<file path="config.mk">
export PLATFORM = sky130hd
export DESIGN_NAME = lfc_loop_filter_coefficients
export DESIGN_NICKNAME = d
export VERILOG_FILES = /design/src/inc/lfc_pkg.sv /design/src/core/lfc_coef_reg.sv /design/src/core/lfc_chan_apply.sv /design/src/core/lfc_loop_filter_coefficients.sv
export SDC_FILE = /design/constraint.sdc
export NUM_CORES = 1
export LEC_CHECK = 0
export BUFFER_PORTS_ARGS = -buffer_cell sky130_fd_sc_hd__buf_2
export CELL_PAD_IN_SITES_DETAIL_PLACEMENT = 0
export CELL_PAD_IN_SITES_GLOBAL_PLACEMENT = 1
export CORE_MARGIN = 4
export CORE_UTILIZATION = 35
export CTS_CLUSTER_DIAMETER = 80
export CTS_CLUSTER_SIZE = 10
export DETAILED_ROUTE_END_ITERATION = 10
export PLACE_DENSITY = 0.63
export SLEW_MARGIN = 20
export SYNTH_ARGS = -nofsm -noshare
export SYNTH_HDL_FRONTEND = slang
export SYNTH_SLANG_ARGS = --single-unit
</file>
<file path="constraint.sdc">
create_clock -name ref_clk -period 2.4 [get_ports ref_clk]
set_clock_uncertainty 0.2 [all_clocks]
set_input_delay 0 -clock ref_clk [delete_from_list [all_inputs] [get_ports ref_clk]]
set_output_delay 0 -clock ref_clk [all_outputs]
set_load 0.005 [all_outputs]
</file>
<file path="src/inc/lfc_pkg.sv">
// constants, index layout and types of the loop filter coefficient block
// assumes one clock domain; shared by every core file and the bench
//
// Summary of operation
// each channel and mode holds an 8-bit low-frequency gain code, 0.3 dB/step, 20 dB.
// a separate 8-bit high-frequency gain code, same 0.3 dB/step scaling.
// an 8-bit zero placement setting per channel and per mode.
// an 8-bit pole placement setting per channel and per mode.
// light load set is independent and is applied while in light load mode.
// channel B has its own full set and filters independently of A.
// light load pole of B and light load high gains are held too.
// all coefficient registers read/write, status read only; new values apply only at a filter update boundary.
`default_nettype none

package lfc_pkg;

	localparam int LFC_ADDR_W   = 16;
	localparam int LFC_DATA_W   = 8;
	localparam int LFC_NUM_REGS = 16;
	localparam int LFC_IDX_W    = 4;

	// register offsets, one byte each
	localparam logic [15:0] LFC_BASE_ADDR     = 16'hFE2C;
	localparam logic [15:0] LFC_A_NORM_LFGAIN = 16'hFE2C;
	localparam logic [15:0] LFC_B_NORM_LFGAIN = 16'hFE2D;
	localparam logic [15:0] LFC_A_NORM_ZERO   = 16'hFE2E;
	localparam logic [15:0] LFC_B_NORM_ZERO   = 16'hFE2F;
	localparam logic [15:0] LFC_A_NORM_POLE   = 16'hFE30;
	localparam logic [15:0] LFC_B_NORM_POLE   = 16'hFE31;
	localparam logic [15:0] LFC_A_NORM_HFGAIN = 16'hFE32;
	localparam logic [15:0] LFC_B_NORM_HFGAIN = 16'hFE33;
	localparam logic [15:0] LFC_A_LITE_LFGAIN = 16'hFE34;
	localparam logic [15:0] LFC_B_LITE_LFGAIN = 16'hFE35;
	localparam logic [15:0] LFC_A_LITE_ZERO   = 16'hFE36;
	localparam logic [15:0] LFC_B_LITE_ZERO   = 16'hFE37;
	localparam logic [15:0] LFC_A_LITE_POLE   = 16'hFE38;
	localparam logic [15:0] LFC_B_LITE_POLE   = 16'hFE39;
	localparam logic [15:0] LFC_A_LITE_HFGAIN = 16'hFE3A;
	localparam logic [15:0] LFC_B_LITE_HFGAIN = 16'hFE3B;
	localparam logic [15:0] LFC_STATUS_ADDR   = 16'hFEF0;

	// index layout: {set, kind[1:0], channel}
	localparam logic       LFC_CHAN_A    = 1'h0;
	localparam logic       LFC_CHAN_B    = 1'h1;
	localparam logic       LFC_SET_NORM  = 1'h0;
	localparam logic       LFC_SET_LITE  = 1'h1;
	localparam logic [1:0] LFC_KIND_LFG  = 2'h0;
	localparam logic [1:0] LFC_KIND_ZERO = 2'h1;
	localparam logic [1:0] LFC_KIND_POLE = 2'h2;
	localparam logic [1:0] LFC_KIND_HFG  = 2'h3;

	// status register bits
	localparam int LFC_STAT_A_LITE = 0;
	localparam int LFC_STAT_B_LITE = 1;

	// reset and idle values
	localparam logic [7:0] LFC_COEF_RST = 8'h00;
	localparam logic [7:0] LFC_RD_IDLE  = 8'h00;

	// gain scaling of the code, in millidecibel
	localparam int LFC_GAIN_STEP_MDB  = 300;
	localparam int LFC_GAIN_RANGE_MDB = 20000;

	typedef enum logic [1:0]
	{
		LFC_MODE_NORMAL = 2'b01,
		LFC_MODE_LIGHT  = 2'b10
	} lfc_mode_t;

	function automatic logic [LFC_IDX_W-1:0] lfc_idx(input logic setSel, input logic [1:0] kind, input logic chan);
		return {setSel, kind, chan};
	endfunction : lfc_idx

endpackage : lfc_pkg

`default_nettype wire

</file>
<file path="src/core/lfc_coef_reg.sv">
// one 8-bit read/write coefficient register
// assumes write strobe is already decoded for this register
`default_nettype none

module lfc_coef_reg
(
	input  wire logic                          ref_clk,
	input  wire logic                          arst_n,
	input  wire logic                          wrEn,
	input  wire logic [lfc_pkg::LFC_DATA_W-1:0] wrData,
	output logic      [lfc_pkg::LFC_DATA_W-1:0] valQ
);
	import lfc_pkg::*;

	logic [LFC_DATA_W-1:0] val_q;
	logic [LFC_DATA_W-1:0] val_d;

	// software value, held until next write
	assign val_d = wrEn ? wrData : val_q;
	assign valQ  = val_q;

	always_ff @(posedge ref_clk or negedge arst_n)
	begin
		if (!arst_n)
			val_q <= LFC_COEF_RST;
		else
			val_q <= val_d;
	end

endmodule : lfc_coef_reg

`default_nettype wire

</file>
<file path="src/core/lfc_chan_apply.sv">
// per-channel mode select and update-boundary latch of the applied set
// assumes update is a one-cycle pulse from the filter sample sequencer
`default_nettype none

module lfc_chan_apply
(
	input  wire logic                          ref_clk,
	input  wire logic                          arst_n,
	input  wire logic                          lightLoad,
	input  wire logic                          update,
	input  wire logic [lfc_pkg::LFC_DATA_W-1:0] normLfGain,
	input  wire logic [lfc_pkg::LFC_DATA_W-1:0] normZero,
	input  wire logic [lfc_pkg::LFC_DATA_W-1:0] normPole,
	input  wire logic [lfc_pkg::LFC_DATA_W-1:0] normHfGain,
	input  wire logic [lfc_pkg::LFC_DATA_W-1:0] liteLfGain,
	input  wire logic [lfc_pkg::LFC_DATA_W-1:0] liteZero,
	input  wire logic [lfc_pkg::LFC_DATA_W-1:0] litePole,
	input  wire logic [lfc_pkg::LFC_DATA_W-1:0] liteHfGain,
	output logic      [lfc_pkg::LFC_DATA_W-1:0] lfGain,
	output logic      [lfc_pkg::LFC_DATA_W-1:0] zeroSet,
	output logic      [lfc_pkg::LFC_DATA_W-1:0] poleSet,
	output logic      [lfc_pkg::LFC_DATA_W-1:0] hfGain,
	output lfc_pkg::lfc_mode_t                 mode
);
	import lfc_pkg::*;

	lfc_mode_t             mode_q;
	lfc_mode_t             mode_d;
	logic [LFC_DATA_W-1:0] lfg_d, zer_d, pol_d, hfg_d;
	logic [LFC_DATA_W-1:0] lfg_q, zer_q, pol_q, hfg_q;

	// mode only changes at an update, so a sample never sees half a switch
	assign mode_d = update ? (lightLoad ? LFC_MODE_LIGHT : LFC_MODE_NORMAL) : mode_q;

	// pick the whole set for the next mode
	always_comb
	begin
		case (mode_d)
			LFC_MODE_LIGHT:
			begin
				lfg_d = liteLfGain;
				zer_d = liteZero;
				pol_d = litePole;
				hfg_d = liteHfGain;
			end
			LFC_MODE_NORMAL:
			begin
				lfg_d = normLfGain;
				zer_d = normZero;
				pol_d = normPole;
				hfg_d = normHfGain;
			end
			default:
			begin
				lfg_d = normLfGain;
				zer_d = normZero;
				pol_d = normPole;
				hfg_d = normHfGain;
			end
		endcase
	end

	// all four move together, only on the boundary
	always_ff @(posedge ref_clk or negedge arst_n)
	begin
		if (!arst_n)
		begin
			mode_q <= LFC_MODE_NORMAL;
			lfg_q  <= LFC_COEF_RST;
			zer_q  <= LFC_COEF_RST;
			pol_q  <= LFC_COEF_RST;
			hfg_q  <= LFC_COEF_RST;
		end
		else if (update)
		begin
			mode_q <= mode_d;
			lfg_q  <= lfg_d;
			zer_q  <= zer_d;
			pol_q  <= pol_d;
			hfg_q  <= hfg_d;
		end
	end

	assign lfGain  = lfg_q;
	assign zeroSet = zer_q;
	assign poleSet = pol_q;
	assign hfGain  = hfg_q;
	assign mode    = mode_q;

endmodule : lfc_chan_apply

`default_nettype wire

</file>
<file path="src/core/lfc_loop_filter_coefficients.sv">
// top of the loop filter coefficient block: register file, readback and
// per-channel applied coefficient sets for the compensation filter datapath
// assumes a plain register port master and update pulses from the datapath
`default_nettype none

module lfc_loop_filter_coefficients
(
	input  wire logic                          ref_clk,
	input  wire logic                          arst_n,
	// register port
	input  wire logic [lfc_pkg::LFC_ADDR_W-1:0] regAddr,
	input  wire logic [lfc_pkg::LFC_DATA_W-1:0] regWrData,
	input  wire logic                          regWrEn,
	input  wire logic                          regRdEn,
	output logic      [lfc_pkg::LFC_DATA_W-1:0] regRdData,
	// channel A control
	input  wire logic                          lightLoadA,
	input  wire logic                          updateA,
	// channel B control
	input  wire logic                          lightLoadB,
	input  wire logic                          updateB,
	// channel A applied coefficients
	output logic      [lfc_pkg::LFC_DATA_W-1:0] coefLfGainA,
	output logic      [lfc_pkg::LFC_DATA_W-1:0] coefZeroA,
	output logic      [lfc_pkg::LFC_DATA_W-1:0] coefPoleA,
	output logic      [lfc_pkg::LFC_DATA_W-1:0] coefHfGainA,
	output lfc_pkg::lfc_mode_t                 modeA,
	// channel B applied coefficients
	output logic      [lfc_pkg::LFC_DATA_W-1:0] coefLfGainB,
	output logic      [lfc_pkg::LFC_DATA_W-1:0] coefZeroB,
	output logic      [lfc_pkg::LFC_DATA_W-1:0] coefPoleB,
	output logic      [lfc_pkg::LFC_DATA_W-1:0] coefHfGainB,
	output lfc_pkg::lfc_mode_t                 modeB
);
	import lfc_pkg::*;

	logic [LFC_ADDR_W-1:0]   addrOff;
	logic                    addrHit;
	logic                    statHit;
	logic [LFC_IDX_W-1:0]    regIdx;
	logic [LFC_DATA_W-1:0]   coefQ [LFC_NUM_REGS];
	logic [LFC_NUM_REGS-1:0] wrSel;
	logic [LFC_DATA_W-1:0]   statusWord;
	logic [LFC_DATA_W-1:0]   rdMux;
	logic [LFC_DATA_W-1:0]   rdData_q;
	logic [LFC_DATA_W-1:0]   rdData_d;

	// address decode: the coefficient window is sixteen bytes from the base
	assign addrOff = regAddr - LFC_BASE_ADDR;
	assign addrHit = (regAddr >= LFC_BASE_ADDR) && (addrOff < 16'(LFC_NUM_REGS));
	assign regIdx  = addrOff[LFC_IDX_W-1:0];
	assign statHit = (regAddr == LFC_STATUS_ADDR);

	// coefficient storage, one register per byte offset
	genvar gi;
	generate
		for (gi = 0; gi < LFC_NUM_REGS; gi++)
		begin : g_coef
			assign wrSel[gi] = regWrEn && addrHit && (regIdx == LFC_IDX_W'(gi));

			lfc_coef_reg u_reg
			(
				.ref_clk (ref_clk),
				.arst_n  (arst_n),
				.wrEn    (wrSel[gi]),
				.wrData  (regWrData),
				.valQ    (coefQ[gi])
			);
		end
	endgenerate

	// channel A applied set; writes only reach the filter at updateA
	lfc_chan_apply u_chanA
	(
		.ref_clk    (ref_clk),
		.arst_n     (arst_n),
		.lightLoad  (lightLoadA),
		.update     (updateA),
		.normLfGain (coefQ[lfc_idx(LFC_SET_NORM, LFC_KIND_LFG, LFC_CHAN_A)]),
		.normZero   (coefQ[lfc_idx(LFC_SET_NORM, LFC_KIND_ZERO, LFC_CHAN_A)]),
		.normPole   (coefQ[lfc_idx(LFC_SET_NORM, LFC_KIND_POLE, LFC_CHAN_A)]),
		.normHfGain (coefQ[lfc_idx(LFC_SET_NORM, LFC_KIND_HFG, LFC_CHAN_A)]),
		.liteLfGain (coefQ[lfc_idx(LFC_SET_LITE, LFC_KIND_LFG, LFC_CHAN_A)]),
		.liteZero   (coefQ[lfc_idx(LFC_SET_LITE, LFC_KIND_ZERO, LFC_CHAN_A)]),
		.litePole   (coefQ[lfc_idx(LFC_SET_LITE, LFC_KIND_POLE, LFC_CHAN_A)]),
		.liteHfGain (coefQ[lfc_idx(LFC_SET_LITE, LFC_KIND_HFG, LFC_CHAN_A)]),
		.lfGain     (coefLfGainA),
		.zeroSet    (coefZeroA),
		.poleSet    (coefPoleA),
		.hfGain     (coefHfGainA),
		.mode       (modeA)
	);

	// channel B has its own registers and its own boundary
	lfc_chan_apply u_chanB
	(
		.ref_clk    (ref_clk),
		.arst_n     (arst_n),
		.lightLoad  (lightLoadB),
		.update     (updateB),
		.normLfGain (coefQ[lfc_idx(LFC_SET_NORM, LFC_KIND_LFG, LFC_CHAN_B)]),
		.normZero   (coefQ[lfc_idx(LFC_SET_NORM, LFC_KIND_ZERO, LFC_CHAN_B)]),
		.normPole   (coefQ[lfc_idx(LFC_SET_NORM, LFC_KIND_POLE, LFC_CHAN_B)]),
		.normHfGain (coefQ[lfc_idx(LFC_SET_NORM, LFC_KIND_HFG, LFC_CHAN_B)]),
		.liteLfGain (coefQ[lfc_idx(LFC_SET_LITE, LFC_KIND_LFG, LFC_CHAN_B)]),
		.liteZero   (coefQ[lfc_idx(LFC_SET_LITE, LFC_KIND_ZERO, LFC_CHAN_B)]),
		.litePole   (coefQ[lfc_idx(LFC_SET_LITE, LFC_KIND_POLE, LFC_CHAN_B)]),
		.liteHfGain (coefQ[lfc_idx(LFC_SET_LITE, LFC_KIND_HFG, LFC_CHAN_B)]),
		.lfGain     (coefLfGainB),
		.zeroSet    (coefZeroB),
		.poleSet    (coefPoleB),
		.hfGain     (coefHfGainB),
		.mode       (modeB)
	);

	// status: which set each channel is filtering with right now
	always_comb
	begin
		statusWord                  = LFC_RD_IDLE;
		statusWord[LFC_STAT_A_LITE] = (modeA == LFC_MODE_LIGHT);
		statusWord[LFC_STAT_B_LITE] = (modeB == LFC_MODE_LIGHT);
	end

	// read select; unmapped addresses answer zero
	assign rdMux    = addrHit ? coefQ[regIdx] : (statHit ? statusWord : LFC_RD_IDLE);
	assign rdData_d = regRdEn ? rdMux : LFC_RD_IDLE;

	// read data stands only in the cycle after the strobe
	always_ff @(posedge ref_clk or negedge arst_n)
	begin
		if (!arst_n)
			rdData_q <= LFC_RD_IDLE;
		else
			rdData_q <= rdData_d;
	end

	assign regRdData = rdData_q;

	// normal low gain of A follows its register at the boundary
	a_lfgain_normal: assert property (@(posedge ref_clk) disable iff (!arst_n)
		(updateA && !lightLoadA)
		|=> (coefLfGainA == $past(coefQ[lfc_idx(LFC_SET_NORM, LFC_KIND_LFG, LFC_CHAN_A)])))
		else $error("channel A normal low gain not applied");

	// normal high gain of B comes from its own code, not the low gain
	a_hfgain_normal: assert property (@(posedge ref_clk) disable iff (!arst_n)
		(updateB && !lightLoadB)
		|=> (coefHfGainB == $past(coefQ[lfc_idx(LFC_SET_NORM, LFC_KIND_HFG, LFC_CHAN_B)]))
		&& (modeB == LFC_MODE_NORMAL))
		else $error("channel B normal high gain not applied");

	// zero placement of A in normal mode
	a_zero_place: assert property (@(posedge ref_clk) disable iff (!arst_n)
		(updateA && !lightLoadA)
		|=> (coefZeroA == $past(coefQ[lfc_idx(LFC_SET_NORM, LFC_KIND_ZERO, LFC_CHAN_A)])))
		else $error("channel A normal zero not applied");

	// pole placement of B in normal mode
	a_pole_place: assert property (@(posedge ref_clk) disable iff (!arst_n)
		(updateB && !lightLoadB)
		|=> (coefPoleB == $past(coefQ[lfc_idx(LFC_SET_NORM, LFC_KIND_POLE, LFC_CHAN_B)])))
		else $error("channel B normal pole not applied");

	// light load set replaces the normal one for A
	a_light_set: assert property (@(posedge ref_clk) disable iff (!arst_n)
		(updateA && lightLoadA)
		|=> (modeA == LFC_MODE_LIGHT)
		&& (coefLfGainA == $past(coefQ[lfc_idx(LFC_SET_LITE, LFC_KIND_LFG, LFC_CHAN_A)]))
		&& (coefZeroA == $past(coefQ[lfc_idx(LFC_SET_LITE, LFC_KIND_ZERO, LFC_CHAN_A)])))
		else $error("channel A light load set not applied");

	// B output holds through A activity while B sees no boundary
	a_chan_indep: assert property (@(posedge ref_clk) disable iff (!arst_n)
		(!updateB && updateA)
		|=> $stable(coefLfGainB) && $stable(coefZeroB) && $stable(coefPoleB) && $stable(modeB))
		else $error("channel B changed without its own update");

	// light pole and high gain of B
	a_light_extra: assert property (@(posedge ref_clk) disable iff (!arst_n)
		(updateB && lightLoadB)
		|=> (coefPoleB == $past(coefQ[lfc_idx(LFC_SET_LITE, LFC_KIND_POLE, LFC_CHAN_B)]))
		&& (coefHfGainB == $past(coefQ[lfc_idx(LFC_SET_LITE, LFC_KIND_HFG, LFC_CHAN_B)])))
		else $error("channel B light pole or high gain not applied");

	// a written coefficient reads back when the same address is read in the next cycle
	a_reg_readback: assert property (@(posedge ref_clk) disable iff (!arst_n)
		(regWrEn && addrHit) ##1 (regRdEn && (regAddr == $past(regAddr)))
		|=> (regRdData == $past(regWrData, 2)))
		else $error("coefficient readback mismatch");

	// read data only in the cycle after a read strobe
	a_rd_idle: assert property (@(posedge ref_clk) disable iff (!arst_n)
		!regRdEn |=> (regRdData == LFC_RD_IDLE))
		else $error("read data outside read answer cycle");

	// writes never reach the filter between boundaries
	a_hold_noupd: assert property (@(posedge ref_clk) disable iff (!arst_n)
		(!updateA ##1 !updateA)
		|=> $stable(coefLfGainA) && $stable(coefHfGainA) && $stable(coefPoleA))
		else $error("channel A coefficients changed off boundary");

	// A output holds through B activity while A sees no boundary
	a_chan_a_indep: assert property (@(posedge ref_clk) disable iff (!arst_n)
		(!updateA && updateB)
		|=> $stable(coefLfGainA) && $stable(coefZeroA) && $stable(coefHfGainA) && $stable(modeA))
		else $error("channel A changed without its own update");

	// light pole and high gain of A come from the light set
	a_light_a_extra: assert property (@(posedge ref_clk) disable iff (!arst_n)
		(updateA && lightLoadA)
		|=> (coefPoleA == $past(coefQ[lfc_idx(LFC_SET_LITE, LFC_KIND_POLE, LFC_CHAN_A)]))
		&& (coefHfGainA == $past(coefQ[lfc_idx(LFC_SET_LITE, LFC_KIND_HFG, LFC_CHAN_A)])))
		else $error("channel A light pole or high gain not applied");

endmodule : lfc_loop_filter_coefficients

`default_nettype wire

</file>
==> key figures <==
Synthesis
  • Cell Area, Synth: 9960 sq um
  • YS warnings: 0
  • Synth top area cells: dfrtp_1 (51%), mux2_2 (15%), mux4_2 (8.1%), o211ai_1 (4.8%), nand2b_1 (4.0%)
  • Net Count, Synth: 807
  • Post-synth top flop: dfrtp_1
  • Post-Synthesis Cells: 770
  • Post-synth ARST share: 100%
  • Unique masters post-synth: 39
  • EDFF count, synth: 0
  • Seq/Total Area, Yosys: 51.3%
  • Area share of the largest cell type after synthesis: 50.7%
  • Yosys top cell by area: dfrtp_1
  • #FFs+latches synth: 204
  • Syn avg cell area: 12.9 sq um

CTS
  • Hold-fix buffers at CTS: 21
  • TritonCTS clock tree: yes
  • CTS root buf: clkbuf_16
  • Post-CTS Resized: 0
  • Clk_lat worst skew: 0.51 ns
  • CTS Buf Count: 24
  • Htree depth: 1
  • Post-CTS Repair Setup Buffers: 0
  • Worst-path clk slew: 0.06 ns
  • TritonCTS Sinks: 204
  • Clk buf depth: 3

Power
  • Sw Pwr: 1810 uW
  • Worst vdd rail ir drop: 0.413 mV
  • Clock group share of total power: 44.1%
  • Pwr/cell area: 623 nW/um^2
  • Leak pwr: 0.00577 uW
  • Flop pwr share: 47.6%
  • Switching share of power: 24.1%
  • Combinational Power Share: 8.4%
  • Cell Int Power: 5720 uW
  • Final Total Pwr: 7530 uW

Global routing
  • Initial antenna violation count: 0
  • Largest net degree at the start of global routing: 77
  • GRT Overall Usage: 17.4%
  • First-pass GRT wire length: 42200 microns
  • GR Overflow Total: 0
  • Vias in the first global route: 7019

Routing
  • First-pass iteration count of the detailed router: 4
  • Starting DRT DRC Count: 418
  • Wirelength per Cell: 20.5 microns
  • Vias/cell: 5.06
  • Total number of vias: 6599
  • Detailed-route DRC error count: 0
  • Routed WL: 26800 microns
  • Remaining antenna violation count: 0

Setup path
  • Critical Path RT: 2.64 ns
  • Family with the most delay on the worst path: buffers and inverters
  • R2R setup slack: 0.51 ns
  • Max incr delay on CP: 0.66 ns
  • Critical path capture point type: flop
  • Reg2reg end: regRdData[3]
  • Critical Path Most Common Cell: dlygate4sd3_1
  • Worst Setup SP: regRdEn
  • Worst flop-to-flop path startpoint: g_coef[9].u_reg.valQ[3]
  • CP arrival: 2.44 ns
  • R2R depth: 3
  • CP endpoint: regRdData[1]
  • Worst-path fanout max: 9
  • Slowest CP cell: dlygate4sd3_1
  • Worst-path cell chain: dlygate4sd3_1 > buf_2 > nand4_1 > dlygate4sd3_1 > nor3_1 > dlygate4sd3_1 > a32o_1
  • Crit path buf inv count: 4
  • Crit path kind: primary input to flop
  • Crit path launch type: primary input
  • Crit path depth: 7

Outcome
  • Status: finished clean

Final layout
  • Fillers: 2669
  • Final core utilization: 43.3%
  • Share of layout cells above drive strength 1: 38.8%
  • Synth-to-layout area growth: 21.3%
  • Nets: 946
  • Antenna Cells: 0
  • Post-route insts no fill: 1305

Timing
  • Unrepaired setup endpoints after global routing: no
  • Setup-failing EPs final: 0
  • Final Hold Fails: 0
  • Worst slew pin tran: 0.666 ns
  • Final slew viol count: 0
  • Crit path time final: 2.20 ns
  • Setup TNS: 0 ns
  • Slew HR: 55.4%
  • Worst setup margin: 0.198 ns
  • Fmax: 0.454 GHz
  • Final Cycle Share: 91.8%

Die
  • Chip Width: 177 microns
  • DIE AREA: 31200 sq um
  • # IOs: 108
  • Row cnt: 61
  • Die Y: 177 microns
  • Core ar.: 27900 sq um
  • Initial core utilization: 35.7%

Place
  • GP Congestion: 0.775
  • Inst Count DP: 1240
  • Worst slack, placed: 0.241 ns
  • Port bufs: 107
  • HPWL after DPL: 18900 microns

Run
  • Max Cap Violations: 0

Min path
  • Hold WC Path Type: primary input to flop
power groups by stage:
stage	logic, uW	registers (uW)	clock network (uW)
2_1_floorplan	280	3650	0
4_1_cts	655	3580	3440
3_3_place_gp	625	3640	0
3_5_place_dp	625	3650	0
6_report	632	3580	3320
5_1_grt	720	3590	3590
cells by family after synthesis:
| logic type | share of synthesized area [%] |
|---|---|
| buffers and inverters | 5.27 |
| AND/OR/NAND/NOR | 7.16 |
| AO/OA/AOI/OAI | 12.1 |
| adder cells (fa/ha/maj) | 0.628 |
| multiplexers | 23.6 |
| flip-flops | 51.3 |
cell type report:
cell class              count  area (sq um)  share of cell area, %
well taps                 378           473                   3.91
flip-flops and latches    204          5110                   42.3
clock buffers              43           693                   5.74
inverters                  68           255                   2.11
repair buffers            168          1220                   10.1
clock inverters             1          7.51                 0.0621
multi-input cells         443          4330                   35.8
sequential cells by signal, summed over array words and instances (netlist names):
name and flops:
u_chanA.zeroSet 8, u_chanB.hfGain 8, u_chanB.poleSet 8, u_chanB.mode 2, u_chanA.lfGain 8, g_coef.u_reg.valQ 128, u_chanB.zeroSet 8, u_chanB.lfGain 8
u_chanA.mode 2, u_chanA.poleSet 8, regRdData 8, u_chanA.hfGain 8
metrics by stage:
stage / hold WS (ns) / instance area [sq um]
2_1_floorplan: -0.496 / 9960
3_3_place_gp: -0.108 / 11200
3_5_place_dp: -0.108 / 11200
4_1_cts: 0.0365 / 12100
5_1_grt: 0.0670 / 12100
6_report: 0.0600 / 12100
synthesized netlist by cell type, drive strengths merged, types with 3 or more instances:
| master | number |
|---|---|
| dfrtp | 202 |
| mux2 | 130 |
| inv | 68 |
| nand2b | 64 |
| o211ai | 64 |
| o21ai | 64 |
| mux4 | 38 |
| clkbuf | 33 |
| buf | 22 |
| a311oi | 16 |
| nand2 | 11 |
| nand3 | 10 |
| nor2b | 9 |
| and3 | 6 |
| ha | 5 |
| nand4 | 3 |
| nand4b | 3 |
worst min-delay path by stage:
stage,endpoint,start,cells past startpoint,slack [ns]
floorplan,g_coef[0].u_reg.valQ[0],arst_n,0,-0.50
global placement,u_chanB.poleSet[7],arst_n,1,-0.11
detailed placement,u_chanB.poleSet[7],arst_n,1,-0.11
CTS,g_coef[15].u_reg.valQ[4],regWrEn,5,0.04
global route,g_coef[15].u_reg.valQ[4],regWrEn,5,0.07
finish,g_coef[15].u_reg.valQ[4],regWrEn,5,0.06
worst reg2reg max path, cell delays in order, from the launching register on:
cell	delay (ns)
dfrtp_1	0.41
mux4_1	0.48
mux4_2	0.49
and3_1	0.20
layout by cell type, fill, tap and decap left out, types with 2 or more instances in the layout:
cell           count
nand4_1            2
mux4_1             2
o21ai_0           64
dlygate4sd3_1     21
dfstp_2            2
a311oi_2           7
buf_2            106
nand3_1           10
mux2_2           130
a311oi_4           9
dfrtp_1          202
buf_4             27
clkbuf_1          18
a32o_1             2
nand2_1           11
ha_1               5
mux2i_1            2
and3_1             6
clkbuf_16         25
nand4b_1           3
a22oi_1            2
nand2b_1          64
nand3b_1           2
and2b_1            2
mux4_2            36
o211ai_1          64
nor2b_1            9
inv_1             68
buf_12            13
routing by layer:
metal,GRT usage [%],wire length (microns),up-vias
met5,0,0,-
met3,2.41,909,24
met1,22.8,11300,3404
li1,-,-,3066
met2,31.3,14200,105
met4,3.03,313,0
Note: power is estimated with default switching activity, not from simulation.
